File: src/frod_consts.svh
// Overview of operation
// RULE_01: destination bit 0 writes working_accumulator, 1 writes the addressed register.
// RULE_02: bank bit 0 uses access bank, 1 uses data_page_pointer for the bank.
// RULE_03: byte and bit operations carry an 8-bit register address in the low byte.
// RULE_04: reg_to_reg_move is two words, 1100 source then 1111 destination, two cycles, no flags.
// RULE_05: bit operations use a 3-bit field picking the bit of the register.
// RULE_06: literal format carries an 8-bit immediate in the low byte.
// RULE_07: absolute_jump and call carry a 20-bit target, low byte first, 1111 second word.
// RULE_08: relative_jump has 11-bit signed offset; conditional branches an 8-bit signed offset.
// RULE_09: call carries one fast-mode bit in its first word.
// RULE_10: fast bit 1 moves context via shadow registers; 0 leaves shadows untouched.
// RULE_11: add_acc_to_reg 0010 01da, add_acc_reg_carry 0010 00da; both update all five flags.
// RULE_12: prefix 0001 is or, and, xor, complement; these update only zero and negative.
// RULE_13: compare skips use 0110 with 001a, 010a, 000a; no flags change.
// RULE_14: skip or test takes one cycle, plus a no-operation cycle when taken.
// RULE_15: a lone second word starting 1111 executes as no-operation.
// RULE_16: read-modify-write of a port register sources the pin levels, not the latch.
// RULE_17: writing timer_zero_count back to register clears its prescaler when assigned.
// RULE_18: inc and dec skip forms 0011 11da, 0010 11da, 0100 10da, 0100 11da; no flags.
// RULE_19: rotates through carry update carry, zero, negative; plain rotates update zero, negative.
// RULE_20: prefix 0101 subtracts 11da, 10da, 01da update all five arithmetic flags.
// RULE_21: multiply_acc_reg 0000 001a is single cycle, 16-bit product, no flags.
// RULE_22: bit_toggle prefix 0111, bit_test_skip_set prefix 1010; bit operations change no flags.
// RULE_23: bit clear, set and test-clear prefixes come from parameters, not guesses.
// RULE_24: bit clear, set, toggle alter only the selected bit of the register.
`ifndef FROD_CONSTS_SVH
`define FROD_CONSTS_SVH
// register byte offsets
`define FROD_CTRL_OFS 8'h00
`define FROD_PAGE_OFS 8'h04
`define FROD_TMR_OFS 8'h08
`define FROD_PLO_OFS 8'h0C
`define FROD_PHI_OFS 8'h10
`define FROD_STAT_OFS 8'h14
// control fields and reset values
`define FROD_CTRL_EN 0
`define FROD_CTRL_PSA 1
`define FROD_CTRL_RST 2'h1
`define FROD_PAGE_RST 4'h0
`define FROD_TMR_RST 12'h000
`define FROD_PLO_RST 12'hFFF
`define FROD_PHI_RST 12'h000
// status fields
`define FROD_STAT_PEND 8
`define FROD_STAT_CNT 16
// flag mask, bits C DC Z OV N from 0 upward
`define FROD_FL_ALL 5'h1F
`define FROD_FL_ZN 5'h14
`define FROD_FL_CZN 5'h15
`define FROD_FL_Z 5'h04
`define FROD_FL_NONE 5'h00
// prefixes
`define FROD_PFX_EXT 4'hF
`define FROD_PFX_MOVE 4'hC
`define FROD_PFX_TOG 4'h7
`define FROD_PFX_TSS 4'hA
`define FROD_PFX_REL 4'hD
`define FROD_PFX_CTL 4'hE
`define FROD_CALL_SEL 3'h6
`define FROD_JUMP_SEL 4'hF
`endif

File: src/frod_pkg.sv
package frod_pkg;
  typedef enum logic [5:0] {
    OP_OTHER = 6'h00, OP_NOP = 6'h01, OP_ILLEGAL = 6'h02, OP_MUL = 6'h03,
    OP_DEC = 6'h04, OP_OR = 6'h05, OP_AND = 6'h06, OP_XOR = 6'h07,
    OP_COM = 6'h08, OP_ADDC = 6'h09, OP_ADD = 6'h0A, OP_INC = 6'h0B,
    OP_DECSZ = 6'h0C, OP_RRC = 6'h0D, OP_RLC = 6'h0E, OP_SWAP = 6'h0F,
    OP_INCSZ = 6'h10, OP_RRN = 6'h11, OP_RLN = 6'h12, OP_INCSNZ = 6'h13,
    OP_DECSNZ = 6'h14, OP_MOVF = 6'h15, OP_SUBRB = 6'h16, OP_SUBAB = 6'h17,
    OP_SUBA = 6'h18, OP_CPSLT = 6'h19, OP_CPSEQ = 6'h1A, OP_CPSGT = 6'h1B,
    OP_TSTSZ = 6'h1C, OP_SETF = 6'h1D, OP_CLRF = 6'h1E, OP_NEG = 6'h1F,
    OP_MOVWF = 6'h20, OP_BTOG = 6'h21, OP_BTSS = 6'h22, OP_BCLR = 6'h23,
    OP_BSET = 6'h24, OP_BTSC = 6'h25, OP_MOVE = 6'h26, OP_REL = 6'h27,
    OP_BCOND = 6'h28, OP_CALL = 6'h29, OP_JUMP = 6'h2A
  } frod_op_t;
  typedef enum logic {
    ST_ONE = 1'b0,
    ST_TWO = 1'b1
  } frod_st_t;
endpackage : frod_pkg

File: src/frod_decoder.sv
`timescale 1ns/100ps
`include "frod_consts.svh"
module frod_decoder #(
  parameter logic [3:0] BIT_CLR_PFX = 4'h0,
  parameter logic [3:0] BIT_SET_PFX = 4'h0,
  parameter logic [3:0] BIT_TSC_PFX = 4'h0,
  parameter logic BIT_PFX_KNOWN = 1'b0,
  parameter logic [7:0] ACC_SPLIT = 8'h80,
  parameter logic [3:0] ACC_LO_PAGE = 4'h0,
  parameter logic [3:0] ACC_HI_PAGE = 4'hF
) (
  input wire logic hclk,
  input wire logic hresetn,
  input wire logic hsel,
  input wire logic [31:0] haddr,
  input wire logic [1:0] htrans,
  input wire logic hwrite,
  input wire logic [2:0] hsize,
  input wire logic [31:0] hwdata,
  input wire logic hready,
  output logic [31:0] hrdata,
  output logic hreadyout,
  output logic hresp,
  input wire logic instr_valid,
  output logic instr_ready,
  input wire logic [15:0] instr_word,
  output logic dec_valid,
  output frod_pkg::frod_op_t dec_op,
  output logic dec_dest_reg,
  output logic dec_dest_acc,
  output logic dec_bank_ptr,
  output logic [11:0] dec_addr,
  output logic [11:0] dec_src_addr,
  output logic [11:0] dec_dst_addr,
  output logic [2:0] dec_bit,
  output logic [7:0] dec_bit_mask,
  output logic [7:0] dec_literal,
  output logic [19:0] dec_target,
  output logic [10:0] dec_offset,
  output logic dec_fast,
  output logic [4:0] dec_flags,
  output logic dec_two_cycle,
  output logic dec_skip_cond,
  output logic dec_pin_source,
  output logic dec_prescale_clr
);
  import frod_pkg::*;

  // ********************************
  // register file
  // ********************************
  logic [1:0] ctrl;
  logic [3:0] data_page_pointer;
  logic [11:0] tmr_addr;
  logic [11:0] port_lo;
  logic [11:0] port_hi;
  logic [15:0] dec_count;
  frod_op_t last_op;
  frod_st_t st;
  logic [15:0] pend;
  logic wr_pend;
  logic [7:0] wr_addr;
  logic bus_go;

  assign bus_go = hsel & hready & htrans[1];
  assign hreadyout = 1'b1;
  assign hresp = 1'b0;

  always_ff @(posedge hclk or negedge hresetn) begin
    if (!hresetn) begin
      wr_pend <= 1'b0;
      wr_addr <= 8'h00;
    end else if (hready) begin
      wr_pend <= bus_go & hwrite;
      wr_addr <= haddr[7:0];
    end
  end

  always_ff @(posedge hclk or negedge hresetn) begin
    if (!hresetn) begin
      ctrl <= `FROD_CTRL_RST;
      data_page_pointer <= `FROD_PAGE_RST;
      tmr_addr <= `FROD_TMR_RST;
      port_lo <= `FROD_PLO_RST;
      port_hi <= `FROD_PHI_RST;
    end else if (wr_pend) begin
      case (wr_addr)
        `FROD_CTRL_OFS: ctrl <= hwdata[1:0];
        `FROD_PAGE_OFS: data_page_pointer <= hwdata[3:0];
        `FROD_TMR_OFS: tmr_addr <= hwdata[11:0];
        `FROD_PLO_OFS: port_lo <= hwdata[11:0];
        `FROD_PHI_OFS: port_hi <= hwdata[11:0];
        default: ;
      endcase
    end
  end

  // read data sampled in the address phase; unmapped reads as zero
  always_ff @(posedge hclk or negedge hresetn) begin
    if (!hresetn) begin
      hrdata <= 32'h0000_0000;
    end else if (bus_go & !hwrite) begin
      hrdata <= 32'h0000_0000;
      case (haddr[7:0])
        `FROD_CTRL_OFS: hrdata[1:0] <= ctrl;
        `FROD_PAGE_OFS: hrdata[3:0] <= data_page_pointer;
        `FROD_TMR_OFS: hrdata[11:0] <= tmr_addr;
        `FROD_PLO_OFS: hrdata[11:0] <= port_lo;
        `FROD_PHI_OFS: hrdata[11:0] <= port_hi;
        `FROD_STAT_OFS: begin
          hrdata[5:0] <= last_op;
          hrdata[`FROD_STAT_PEND] <= (st == ST_TWO);
          hrdata[`FROD_STAT_CNT +: 16] <= dec_count;
        end
        default: ;
      endcase
    end
  end

  // ********************************
  // word decode
  // ********************************
  logic [15:0] w;
  logic take;
  logic second_ok;
  frod_op_t op;
  logic has_d;
  logic fixed_reg;
  logic reads_f;
  logic file_op;
  logic [4:0] flags;
  logic [11:0] eff;
  logic dest_reg;

  assign instr_ready = ctrl[`FROD_CTRL_EN];
  assign take = instr_valid & instr_ready;
  // while a pair is open the first word drives the decode
  assign w = (st == ST_TWO) ? pend : instr_word;
  assign second_ok = (instr_word[15:12] == `FROD_PFX_EXT);

  always_comb begin
    op = OP_OTHER;
    case (w[15:12])
      4'h0: begin
        if (w[11:9] == 3'h1) op = OP_MUL; // RULE_21
        else if (w[11:10] == 2'h1) op = OP_DEC;
        else if (w == 16'h0000) op = OP_NOP;
      end
      4'h1, 4'h2, 4'h3, 4'h4, 4'h5: begin
        case ({w[15:12], w[11:10]})
          6'h04: op = OP_OR; // RULE_12
          6'h05: op = OP_AND;
          6'h06: op = OP_XOR;
          6'h07: op = OP_COM;
          6'h08: op = OP_ADDC; // RULE_11
          6'h09: op = OP_ADD;
          6'h0A: op = OP_INC;
          6'h0B: op = OP_DECSZ; // RULE_18
          6'h0C: op = OP_RRC; // RULE_19
          6'h0D: op = OP_RLC;
          6'h0E: op = OP_SWAP;
          6'h0F: op = OP_INCSZ;
          6'h10: op = OP_RRN;
          6'h11: op = OP_RLN;
          6'h12: op = OP_INCSNZ;
          6'h13: op = OP_DECSNZ;
          6'h14: op = OP_MOVF;
          6'h15: op = OP_SUBRB; // RULE_20
          6'h16: op = OP_SUBAB;
          6'h17: op = OP_SUBA;
          default: op = OP_OTHER;
        endcase
      end
      4'h6: begin
        case (w[11:9])
          3'h0: op = OP_CPSLT; // RULE_13
          3'h1: op = OP_CPSEQ;
          3'h2: op = OP_CPSGT;
          3'h3: op = OP_TSTSZ;
          3'h4: op = OP_SETF;
          3'h5: op = OP_CLRF;
          3'h6: op = OP_NEG;
          default: op = OP_MOVWF;
        endcase
      end
      `FROD_PFX_TOG: op = OP_BTOG; // RULE_22
      `FROD_PFX_TSS: op = OP_BTSS;
      `FROD_PFX_MOVE: op = OP_MOVE; // RULE_04
      `FROD_PFX_REL: op = w[11] ? OP_OTHER : OP_REL; // RULE_08
      `FROD_PFX_CTL: begin
        if (!w[11]) op = OP_BCOND;
        else if (w[11:9] == `FROD_CALL_SEL) op = OP_CALL;
        else if (w[11:8] == `FROD_JUMP_SEL) op = OP_JUMP;
      end
      `FROD_PFX_EXT: op = OP_NOP; // RULE_15
      default: op = OP_OTHER;
    endcase
    // unknown prefixes decode only once configured
    if (BIT_PFX_KNOWN && op == OP_OTHER) begin
      if (w[15:12] == BIT_CLR_PFX) op = OP_BCLR; // RULE_23
      else if (w[15:12] == BIT_SET_PFX) op = OP_BSET;
      else if (w[15:12] == BIT_TSC_PFX) op = OP_BTSC;
    end
    if (st == ST_TWO && !second_ok) op = OP_ILLEGAL;
  end

  always_comb begin
    flags = `FROD_FL_NONE;
    case (op)
      OP_ADD, OP_ADDC, OP_DEC, OP_INC, OP_NEG,
      OP_SUBA, OP_SUBAB, OP_SUBRB: flags = `FROD_FL_ALL; // RULE_11 RULE_20
      OP_OR, OP_AND, OP_XOR, OP_COM,
      OP_MOVF, OP_RLN, OP_RRN: flags = `FROD_FL_ZN; // RULE_12 RULE_19
      OP_RLC, OP_RRC: flags = `FROD_FL_CZN; // RULE_19
      OP_CLRF: flags = `FROD_FL_Z;
      default: flags = `FROD_FL_NONE; // RULE_13 RULE_18 RULE_21 RULE_22
    endcase
  end

  assign has_d = ((w[15:12] >= 4'h1) && (w[15:12] <= 4'h5)) || (op == OP_DEC);
  assign fixed_reg = (op inside {OP_SETF, OP_CLRF, OP_NEG, OP_MOVWF,
                                 OP_BCLR, OP_BSET, OP_BTOG}); // RULE_24
  assign file_op = !(op inside {OP_OTHER, OP_NOP, OP_ILLEGAL, OP_MOVE,
                                OP_REL, OP_BCOND, OP_CALL, OP_JUMP});
  assign reads_f = file_op && !(op inside {OP_SETF, OP_CLRF, OP_MOVWF});
  assign dest_reg = has_d ? w[9] : fixed_reg; // RULE_01

  // access bank splits low half to one page and high half to another
  always_comb begin
    if (w[8]) eff = {data_page_pointer, w[7:0]}; // RULE_02
    else if (w[7:0] < ACC_SPLIT) eff = {ACC_LO_PAGE, w[7:0]};
    else eff = {ACC_HI_PAGE, w[7:0]};
  end

  // ********************************
  // sequencing and output stage
  // ********************************
  logic pair_first;
  logic emit;

  assign pair_first = (st == ST_ONE) &&
                      (op == OP_MOVE || op == OP_CALL || op == OP_JUMP); // RULE_04 RULE_07
  assign emit = take && !pair_first;

  always_ff @(posedge hclk or negedge hresetn) begin
    if (!hresetn) begin
      st <= ST_ONE;
      pend <= 16'h0000;
    end else if (take) begin
      case (st)
        ST_ONE: begin
          if (pair_first) begin
            st <= ST_TWO;
            pend <= instr_word;
          end
        end
        ST_TWO: st <= ST_ONE;
        default: st <= ST_ONE;
      endcase
    end
  end

  always_ff @(posedge hclk or negedge hresetn) begin
    if (!hresetn) begin
      dec_valid <= 1'b0;
    end else begin
      dec_valid <= emit;
    end
  end

  // ********************************
  // per-op classes
  // ********************************
  logic bit_op;
  logic skip_op;
  logic fixed_two;
  logic [7:0] bit_sel;

  assign bit_op = (op inside {OP_BCLR, OP_BSET, OP_BTOG, OP_BTSS, OP_BTSC});
  // the core adds the no-operation cycle; only the condition is flagged here
  assign skip_op = (op inside {OP_CPSLT, OP_CPSEQ, OP_CPSGT, OP_TSTSZ, OP_INCSZ,
                               OP_DECSZ, OP_INCSNZ, OP_DECSNZ, OP_BTSS, OP_BTSC,
                               OP_BCOND}); // RULE_14
  assign fixed_two = (op inside {OP_MOVE, OP_CALL, OP_JUMP, OP_REL}); // RULE_04 RULE_14

  // one lane per bit, so the mask needs no shifter
  for (genvar gi = 0; gi < 8; gi++) begin : g_bit_sel
    assign bit_sel[gi] = bit_op && (w[11:9] == 3'(gi)); // RULE_24
  end

  // ********************************
  // decoded outputs, one block per concern
  // ********************************
  always_ff @(posedge hclk or negedge hresetn) begin
    if (!hresetn) begin
      dec_op <= OP_NOP;
      dec_flags <= `FROD_FL_NONE;
      dec_skip_cond <= 1'b0;
      dec_two_cycle <= 1'b0;
    end else if (emit) begin
      dec_op <= op;
      dec_flags <= flags;
      dec_skip_cond <= skip_op; // RULE_14
      dec_two_cycle <= fixed_two; // RULE_04 RULE_14
    end
  end

  // destination and effective address
  always_ff @(posedge hclk or negedge hresetn) begin
    if (!hresetn) begin
      dec_dest_reg <= 1'b0;
      dec_dest_acc <= 1'b0;
      dec_bank_ptr <= 1'b0;
      dec_addr <= 12'h000;
    end else if (emit) begin
      dec_dest_reg <= file_op && dest_reg; // RULE_01
      dec_dest_acc <= has_d && !w[9]; // RULE_01
      dec_bank_ptr <= file_op && w[8]; // RULE_02
      dec_addr <= eff; // RULE_03
    end
  end

  // operand fields, passed through whatever the op; the offset is the sign-extended low byte unless relative_jump; the bit mask stays zero unless a bit op
  always_ff @(posedge hclk or negedge hresetn) begin
    if (!hresetn) begin
      dec_bit <= 3'h0;
      dec_bit_mask <= 8'h00;
      dec_literal <= 8'h00;
      dec_offset <= 11'h000;
    end else if (emit) begin
      dec_bit <= w[11:9]; // RULE_05
      dec_bit_mask <= bit_sel; // RULE_24
      dec_literal <= w[7:0]; // RULE_06
      dec_offset <= (op == OP_REL) ? w[10:0] : {{3{w[7]}}, w[7:0]}; // RULE_08
    end
  end

  // side effects on ports and the timer; both windows are set by software
  always_ff @(posedge hclk or negedge hresetn) begin
    if (!hresetn) begin
      dec_pin_source <= 1'b0;
      dec_prescale_clr <= 1'b0;
    end else if (emit) begin
      dec_pin_source <= file_op && reads_f && dest_reg &&
                        (eff >= port_lo) && (eff <= port_hi); // RULE_16
      dec_prescale_clr <= file_op && dest_reg && (eff == tmr_addr) &&
                          ctrl[`FROD_CTRL_PSA]; // RULE_17
    end
  end

  // pair fields: first word in pend, second word on the bus now
  always_ff @(posedge hclk or negedge hresetn) begin
    if (!hresetn) begin
      dec_src_addr <= 12'h000;
      dec_dst_addr <= 12'h000;
      dec_target <= 20'h00000;
      dec_fast <= 1'b0;
    end else if (emit) begin
      dec_src_addr <= (st == ST_TWO) ? pend[11:0] : 12'h000; // RULE_04
      dec_dst_addr <= (st == ST_TWO) ? instr_word[11:0] : 12'h000;
      dec_target <= (st == ST_TWO) ? {instr_word[11:0], pend[7:0]} : 20'h00000; // RULE_07
      dec_fast <= (op == OP_CALL) && w[8]; // RULE_09 RULE_10
    end
  end

  always_ff @(posedge hclk or negedge hresetn) begin
    if (!hresetn) begin
      dec_count <= 16'h0000;
      last_op <= OP_NOP;
    end else if (emit) begin
      dec_count <= dec_count + 16'h0001;
      last_op <= op;
    end
  end
endmodule : frod_decoder

File: config.mk
export PLATFORM = sky130hd
export DESIGN_NAME = frod_decoder
export DESIGN_NICKNAME = d
export VERILOG_FILES = /design/src/frod_pkg.sv /design/src/frod_decoder.sv
export VERILOG_INCLUDE_DIRS = /design/src
export SDC_FILE = /design/constraint.sdc
export NUM_CORES = 1
export LEC_CHECK = 0
export BUFFER_PORTS_ARGS = -buffer_cell sky130_fd_sc_hd__buf_2
export CAP_MARGIN = 20
export CORE_MARGIN = 2
export CORE_UTILIZATION = 55
export CTS_CLUSTER_DIAMETER = 30
export CTS_CLUSTER_SIZE = 20
export DETAILED_ROUTE_END_ITERATION = 8
export GPL_ROUTABILITY_DRIVEN = 0
export GPL_TIMING_DRIVEN = 0
export PLACE_DENSITY = 0.9
export RECOVER_POWER = 25
export SLEW_MARGIN = 5
export SYNTH_ARGS = -nofsm -noshare
export SYNTH_HDL_FRONTEND = slang
export SYNTH_SLANG_ARGS = --single-unit
File: constraint.sdc
create_clock -name hclk -period 9.3 [get_ports hclk]
set_input_delay 0.465 -clock hclk [delete_from_list [all_inputs] [get_ports hclk]]
set_output_delay 0.465 -clock hclk [all_outputs]
set_load 0.05 [all_outputs]
* Word level (Yosys, flattened, before mapping) *
Memory sizes are Yosys's and may differ from the RTL's.
Cells that the tools add are included.
Widths: inputs -> output; s select.

word-level totals
  register bits = 218
  memory bits (read-only) = 320
  input port bits = 91
  output and inout port bits = 141
  logic and storage cells = 181
  memories = 2

operators by class
  add/subtract/negate cells = 1
  magnitude comparators = 5
  equal/unequal tests = 57
  muxes and demuxes = 29
  bitwise logic cells = 6
  reduce and logical (&&, ||, !) cells = 51

memories
  name             words  width  read ports  clocked after memory_dff  write ports  RTL line             RTL
  (no name shown)  32     5      1           0                         0            frod_decoder.sv:209  case (op)
  (no name shown)  32     5      1           0                         0            frod_decoder.sv:150  case ({w[15:12], w[11:10]})

operators with widths
  cell                   count
  $eq 6x6->1 const B     11
  $eq 6x5->1 const B     10
  $pmux 6 s9             1
  $mux 12                4
  $pmux 6 s7             1
  $mux 6                 6
  $eq 8x4->1 const B     4
  $mux 16                2
  $eq 4x4->1 const B     7
  $eq 8x5->1 const B     3
  $logic_and 1x1->1      23
  $mux 20                1
  $add 16x1->16 const B  1
  $eq 4x3->1 const B     4
  $eq 8x3->1 const B     2
  $logic_not 16->1       1
  $logic_not 8->1        2
  $eq 12x12->1           1
  $eq 3x3->1 const B     4
  $ge 12x12->1           1
  $le 12x12->1           1
  $pmux 2 s6             1
  $mux 11                1
  $reduce_bool 11->1     1
  36 further kinds       56

* Longest topological paths before layout *
  depth in word-level cells = 15
  mapped depth = 20
  gate-level depth less buffers = 17

* Worst setup path after synthesis *
No wires, ideal clock.

  path kind = register to register
  start = register st
  end = register pend[10]
  setup time = 127 ps
  data arrival time = 3,846 ps
  data required time = 9,173 ps
  setup slack = 5,327 ps
  stages on the path, launching flop included = 20
  buffers on the path = 5
  period minus slack after synthesis = 3,973 ps
  cell sequence = dfrtp_1 buf_6 buf_6 buf_6 clkbuf_1 mux2i_1 nor2b_1 nand4_1 o41ai_1 a221oi_1 nor2_1 ha_1 inv_1 a31oi_1 and2_1 o21bai_2 nand2_1 nor2_4 buf_6 mux2_1

on the way
  word-level cells in the longest chain between the ends = 12
  elaborated cells between the ends (all ways) = 46
  those cells by class = 23 x eq/ne; 12 x mux; 1 x bitwise; 9 x reduce/logical; 1 x memory

RTL lines
  element                                                               RTL line             RTL
  start, declared                                                       frod_decoder.sv:59   frod_st_t st;
  start signal, assigned                                                frod_decoder.sv:247  st <= ST_ONE;
  start signal, assigned                                                frod_decoder.sv:253  st <= ST_TWO;
  start signal, assigned                                                frod_decoder.sv:257  ST_TWO: st <= ST_ONE;
  parallel branches: the longest is 6 deep, another holds $mem_v2 32x5  n/a
  $mux 6 (*)                                                            frod_decoder.sv:204  if (st == ST_TWO && !second_ok) op = OP_ILLEGAL;
  named net op[0]                                                       frod_decoder.sv:126  frod_op_t op;
  $eq 6x6->1                                                            frod_decoder.sv:242  (op == OP_MOVE || op == OP_CALL || op == OP_JUMP);
  $logic_or 1x1->1                                                      frod_decoder.sv:242
  $logic_or 1x1->1 (*)                                                  frod_decoder.sv:242
  $logic_and 1x1->1 (*)                                                 frod_decoder.sv:241  assign pair_first = (st == ST_ONE) &&
  $reduce_and 3->1 (no source line) (*)                                 n/a
  end signal, assigned                                                  frod_decoder.sv:254  pend <= instr_word;
  end, declared                                                         frod_decoder.sv:60   logic [15:0] pend;

Mark *: on every way through the listed nets, which the timed path passes.
A chain may end at the register's enable or synchronous reset.

* Final worst setup path *
  start = register st
  end = register pend[8]

Same word-level chain as after synthesis.

==> impl_metrics.env <==
export IMPL_status="finished with violations"
export IMPL_violations="capacitance limit, slew limit"
export IMPL_async_reset_ff_frac=1.00
export IMPL_postCtsSetupBuffers=0
export IMPL_drt_first_iter_violations=941
export IMPL_hold_buffers=1
export IMPL_critPathMaxStageDelay_ns=0.67
export IMPL_timing_slew_headroom=-1.50
export IMPL_coreArea_um2=17200
export IMPL_port_buffers=176
export IMPL_ys_ff_latch=181
export IMPL_die_h_um=136
export IMPL_grt_pass1_wl_mm=41.9
export IMPL_hp_class="primary input to flop"
export IMPL_antenna_cells=0
export IMPL_synthXorXnorAreaFrac=0.0275
export IMPL_avgSynthCellArea_um2=10.8
export IMPL_dp_hpwl_mm=19.6
export IMPL_cp_cell_sequence="buf_6 > buf_6 > buf_6 > clkbuf_1 > mux2i_1 > nor2b_1 > nand4_1 > o41ai_1 > a221oi_1 > nor2_1 > ha_1 > inv_1 > a31oi_1 > and2_1 > o21bai_2 > nand2_1 > nor2_4 > buf_6 > mux2_1"
export IMPL_drc_errors=0
export IMPL_top_register="hrdata"
export IMPL_fin_area_um2=11300
export IMPL_required_ns=9.61
export IMPL_drtAntennaViolNets=0
export IMPL_drv_slew=71
export IMPL_clk_insertion_delay_late_ns=0.43
export IMPL_cts_root_buf="clkbuf_16"
export IMPL_antenna_found_initial=1
export IMPL_io_pins=232
export IMPL_drive_gt1_frac=0.290
export IMPL_setup_viol=0
export IMPL_die_w_um=136
export IMPL_wl_per_cell_um=20.1
export IMPL_path_max_fanout=10
export IMPL_fmax_mhz=189
export IMPL_maxCapViolations=1
export IMPL_skew_ns=0.00649
export IMPL_power_density_nw_per_um2=205
export IMPL_cts_path_max_buffers=2
export IMPL_drt_total_wl_mm=26.8
export IMPL_hold_viol_final=0
export IMPL_synth_top_family_by_area="compound AO/OA/AOI/OAI gates"
export IMPL_yosysUniqueCellTypes=77
export IMPL_synth_area_mux_share=0.105
export IMPL_worstMarginPinSlew_ns=3.75
export IMPL_synth_fa_ha_area_frac=0.0445
export IMPL_cp_top_family="buffers and inverters"
export IMPL_path_class="flop to flop"
export IMPL_cts_repair_resized=0
export IMPL_firstDrtPassIters=7
export IMPL_finalCriticalPeriod_ns=5.30
export IMPL_vias=8145
export IMPL_tns_ns=0
export IMPL_syn_inst=888
export IMPL_reg_top3="hrdata (28), dec_count (16), pend (16)"
export IMPL_seq_area_frac_synth=0.475
export IMPL_fillCellCount=1251
export IMPL_num_rows=48
export IMPL_synth_simple_area_share=0.111
export IMPL_vdd_drop_max_mv=0.162
export IMPL_fin_crit_sh=0.570
export IMPL_rsz0062_at_grt="no"
export IMPL_grt_max_degree=112
export IMPL_leakage_uw=0.00553
export IMPL_synth_area_um2=9570
export IMPL_nets=1215
export IMPL_cts_sinks=181
export IMPL_cp_end_kind="flop"
export IMPL_ys_warn_count=0
export IMPL_vias_per_cell=6.13
export IMPL_start_util=0.557
export IMPL_cp_start_kind="flop"
export IMPL_htreeDepth=4
export IMPL_dieArea_um2=18500
export IMPL_crit_path_frequent_cell="buf_6"
export IMPL_grt_pass1_vias=7903
export IMPL_gr_total_overflow=0
export IMPL_numCtsBuffers=17
export IMPL_largest_reg_flops=28
export IMPL_total_power_uw=2320
export IMPL_synth_edff_count=0
export IMPL_tritoncts="built"
export IMPL_synth_compound_area_share=0.162
export IMPL_grt_util_all_layers=0.295
export IMPL_crit_arrival_ns=5.61
export IMPL_cts_clk_slew_worst_paths_ns=0.06
export IMPL_area_growth_pct=18.1
export IMPL_place_area_um2=10800
export IMPL_synth_main_ff_cell="dfrtp_1"
export IMPL_critPathSlowestCell="mux2i_1"
export IMPL_critPathBufInv=6
## Yosys cell counts (all sizes together) (7+ instances only)
| library cell | count | area share |
|---|---|---|
| nand4 | 18 | 0.012 |
| a22o | 49 | 0.045 |
| dfstp | 14 | 0.038 |
| clkbuf | 20 | 0.0078 |
| and3 | 11 | 0.0072 |
| xnor2 | 26 | 0.024 |
| a21o | 13 | 0.010 |
| mux2i | 18 | 0.021 |
| dfrtp | 167 | 0.44 |
| mux2 | 72 | 0.085 |
| nand2b | 7 | 0.0046 |
| nor2 | 30 | 0.013 |
| o21ai | 64 | 0.033 |
| nor3 | 7 | 0.0037 |
| ha | 34 | 0.044 |
| a211oi | 7 | 0.0060 |
| and2 | 9 | 0.0059 |
| inv | 47 | 0.018 |
| a21oi | 10 | 0.0052 |
| buf | 63 | 0.047 |
| a22oi | 9 | 0.0071 |
| nand3 | 15 | 0.0078 |
| nand2 | 82 | 0.032 |
## placed cells by master, fill, tap and decap left out, types with 6 or more instances in the layout
master / instances
a211oi_1: 6
a21o_1: 13
a21oi_1: 10
a22o_1: 49
a22oi_1: 9
a311oi_1: 6
a31oi_1: 6
and2_1: 8
and3_1: 11
buf_2: 144
buf_4: 43
clkbuf_1: 68
clkbuf_16: 17
conb_1: 6
dfrtp_1: 167
dfstp_2: 14
ha_1: 34
inv_1: 46
mux2_1: 8
mux2_2: 64
mux2i_1: 16
nand2_1: 81
nand2b_1: 7
nand3_1: 15
nand4_1: 18
nor2_1: 29
nor3_1: 7
o21ai_0: 61
o31ai_1: 6
xnor2_1: 26
## routing by layer
layer	share of wire	up-vias	GRT usage
met5	0.00037	-	0
met4	0.057	2	0.171
met3	0.087	130	0.0570
met2	0.46	481	0.470
met1	0.40	3946	0.378
li1	-	3586	-
## area by class of cell
class                      count  area [µm²]  area share
multi-input combinational    581        4330       0.383
buffer                        83         528      0.0467
tap                          225         282      0.0249
clock buffer                  22         474      0.0419
inverter                      47         176      0.0156
timing repair buffer         179         866      0.0766
sequential                   181        4550       0.402
clock inverter                10        98.8     0.00874
## worst reg2reg max path: cells and delay by family, from the launching register on
kind | cells | cell delay (ns)
DFF | 1 | 0.46
buffers and inverters | 6 | 1.35
and+or+nand+nor | 6 | 1.13
muxes | 2 | 1.01
adders and majority gates | 1 | 0.34
AOI/OAI and AO/OA | 4 | 0.88
## kinds of logic (layout without fill, tap and decap cells)
family / Yosys count / count (layout)
AO/OA/AOI/OAI: 211 / 211
AND/OR/NAND/NOR: 210 / 210
flip-flops: 181 / 181
buffers and inverters: 130 / 341
multiplexers: 90 / 90
adder cells (fa/ha/maj): 34 / 34
XOR/XNOR: 30 / 30
other: 2 / 6
## stage by stage
stage	std cells	util	hold WS, ns	setup slack [ns]
6_report	1328	0.658	0.280	4.00
3_3_place_gp	1293	0.626	0.457	4.23
4_1_cts	1327	0.662	0.267	4.07
2_1_floorplan	892	-	0.169	5.33
3_5_place_dp	1294	0.628	0.446	4.11
5_1_grt	1328	0.658	0.285	3.74
## final timing paths
kind,from,end,slack (ns),depth (start not counted)
max,st$_DFFE_PN0P_,pend[8]$_DFFE_PN0P_,4.00,19
min,haddr[5],wr_addr[5]$_DFFE_PN0P_,0.28,2
max reg2reg,st$_DFFE_PN0P_,pend[8]$_DFFE_PN0P_,4.00,19
min reg2reg,dec_count[15]$_DFFE_PN0P_,dec_count[15]$_DFFE_PN0P_,0.47,1
max in group asynchronous,hresetn,hrdata[28]$_DFFE_PN0P_,5.30,2
min in group asynchronous,hresetn,wr_addr[5]$_DFFE_PN0P_,1.86,2
## power breakdown
| part | internal [µW] | switching, µW |
|---|---|---|
| Clock | 391 | 305 |
| Sequential | 880 | 97.7 |
| Combinational | 200 | 446 |
(Power assumes the default switching activity.)
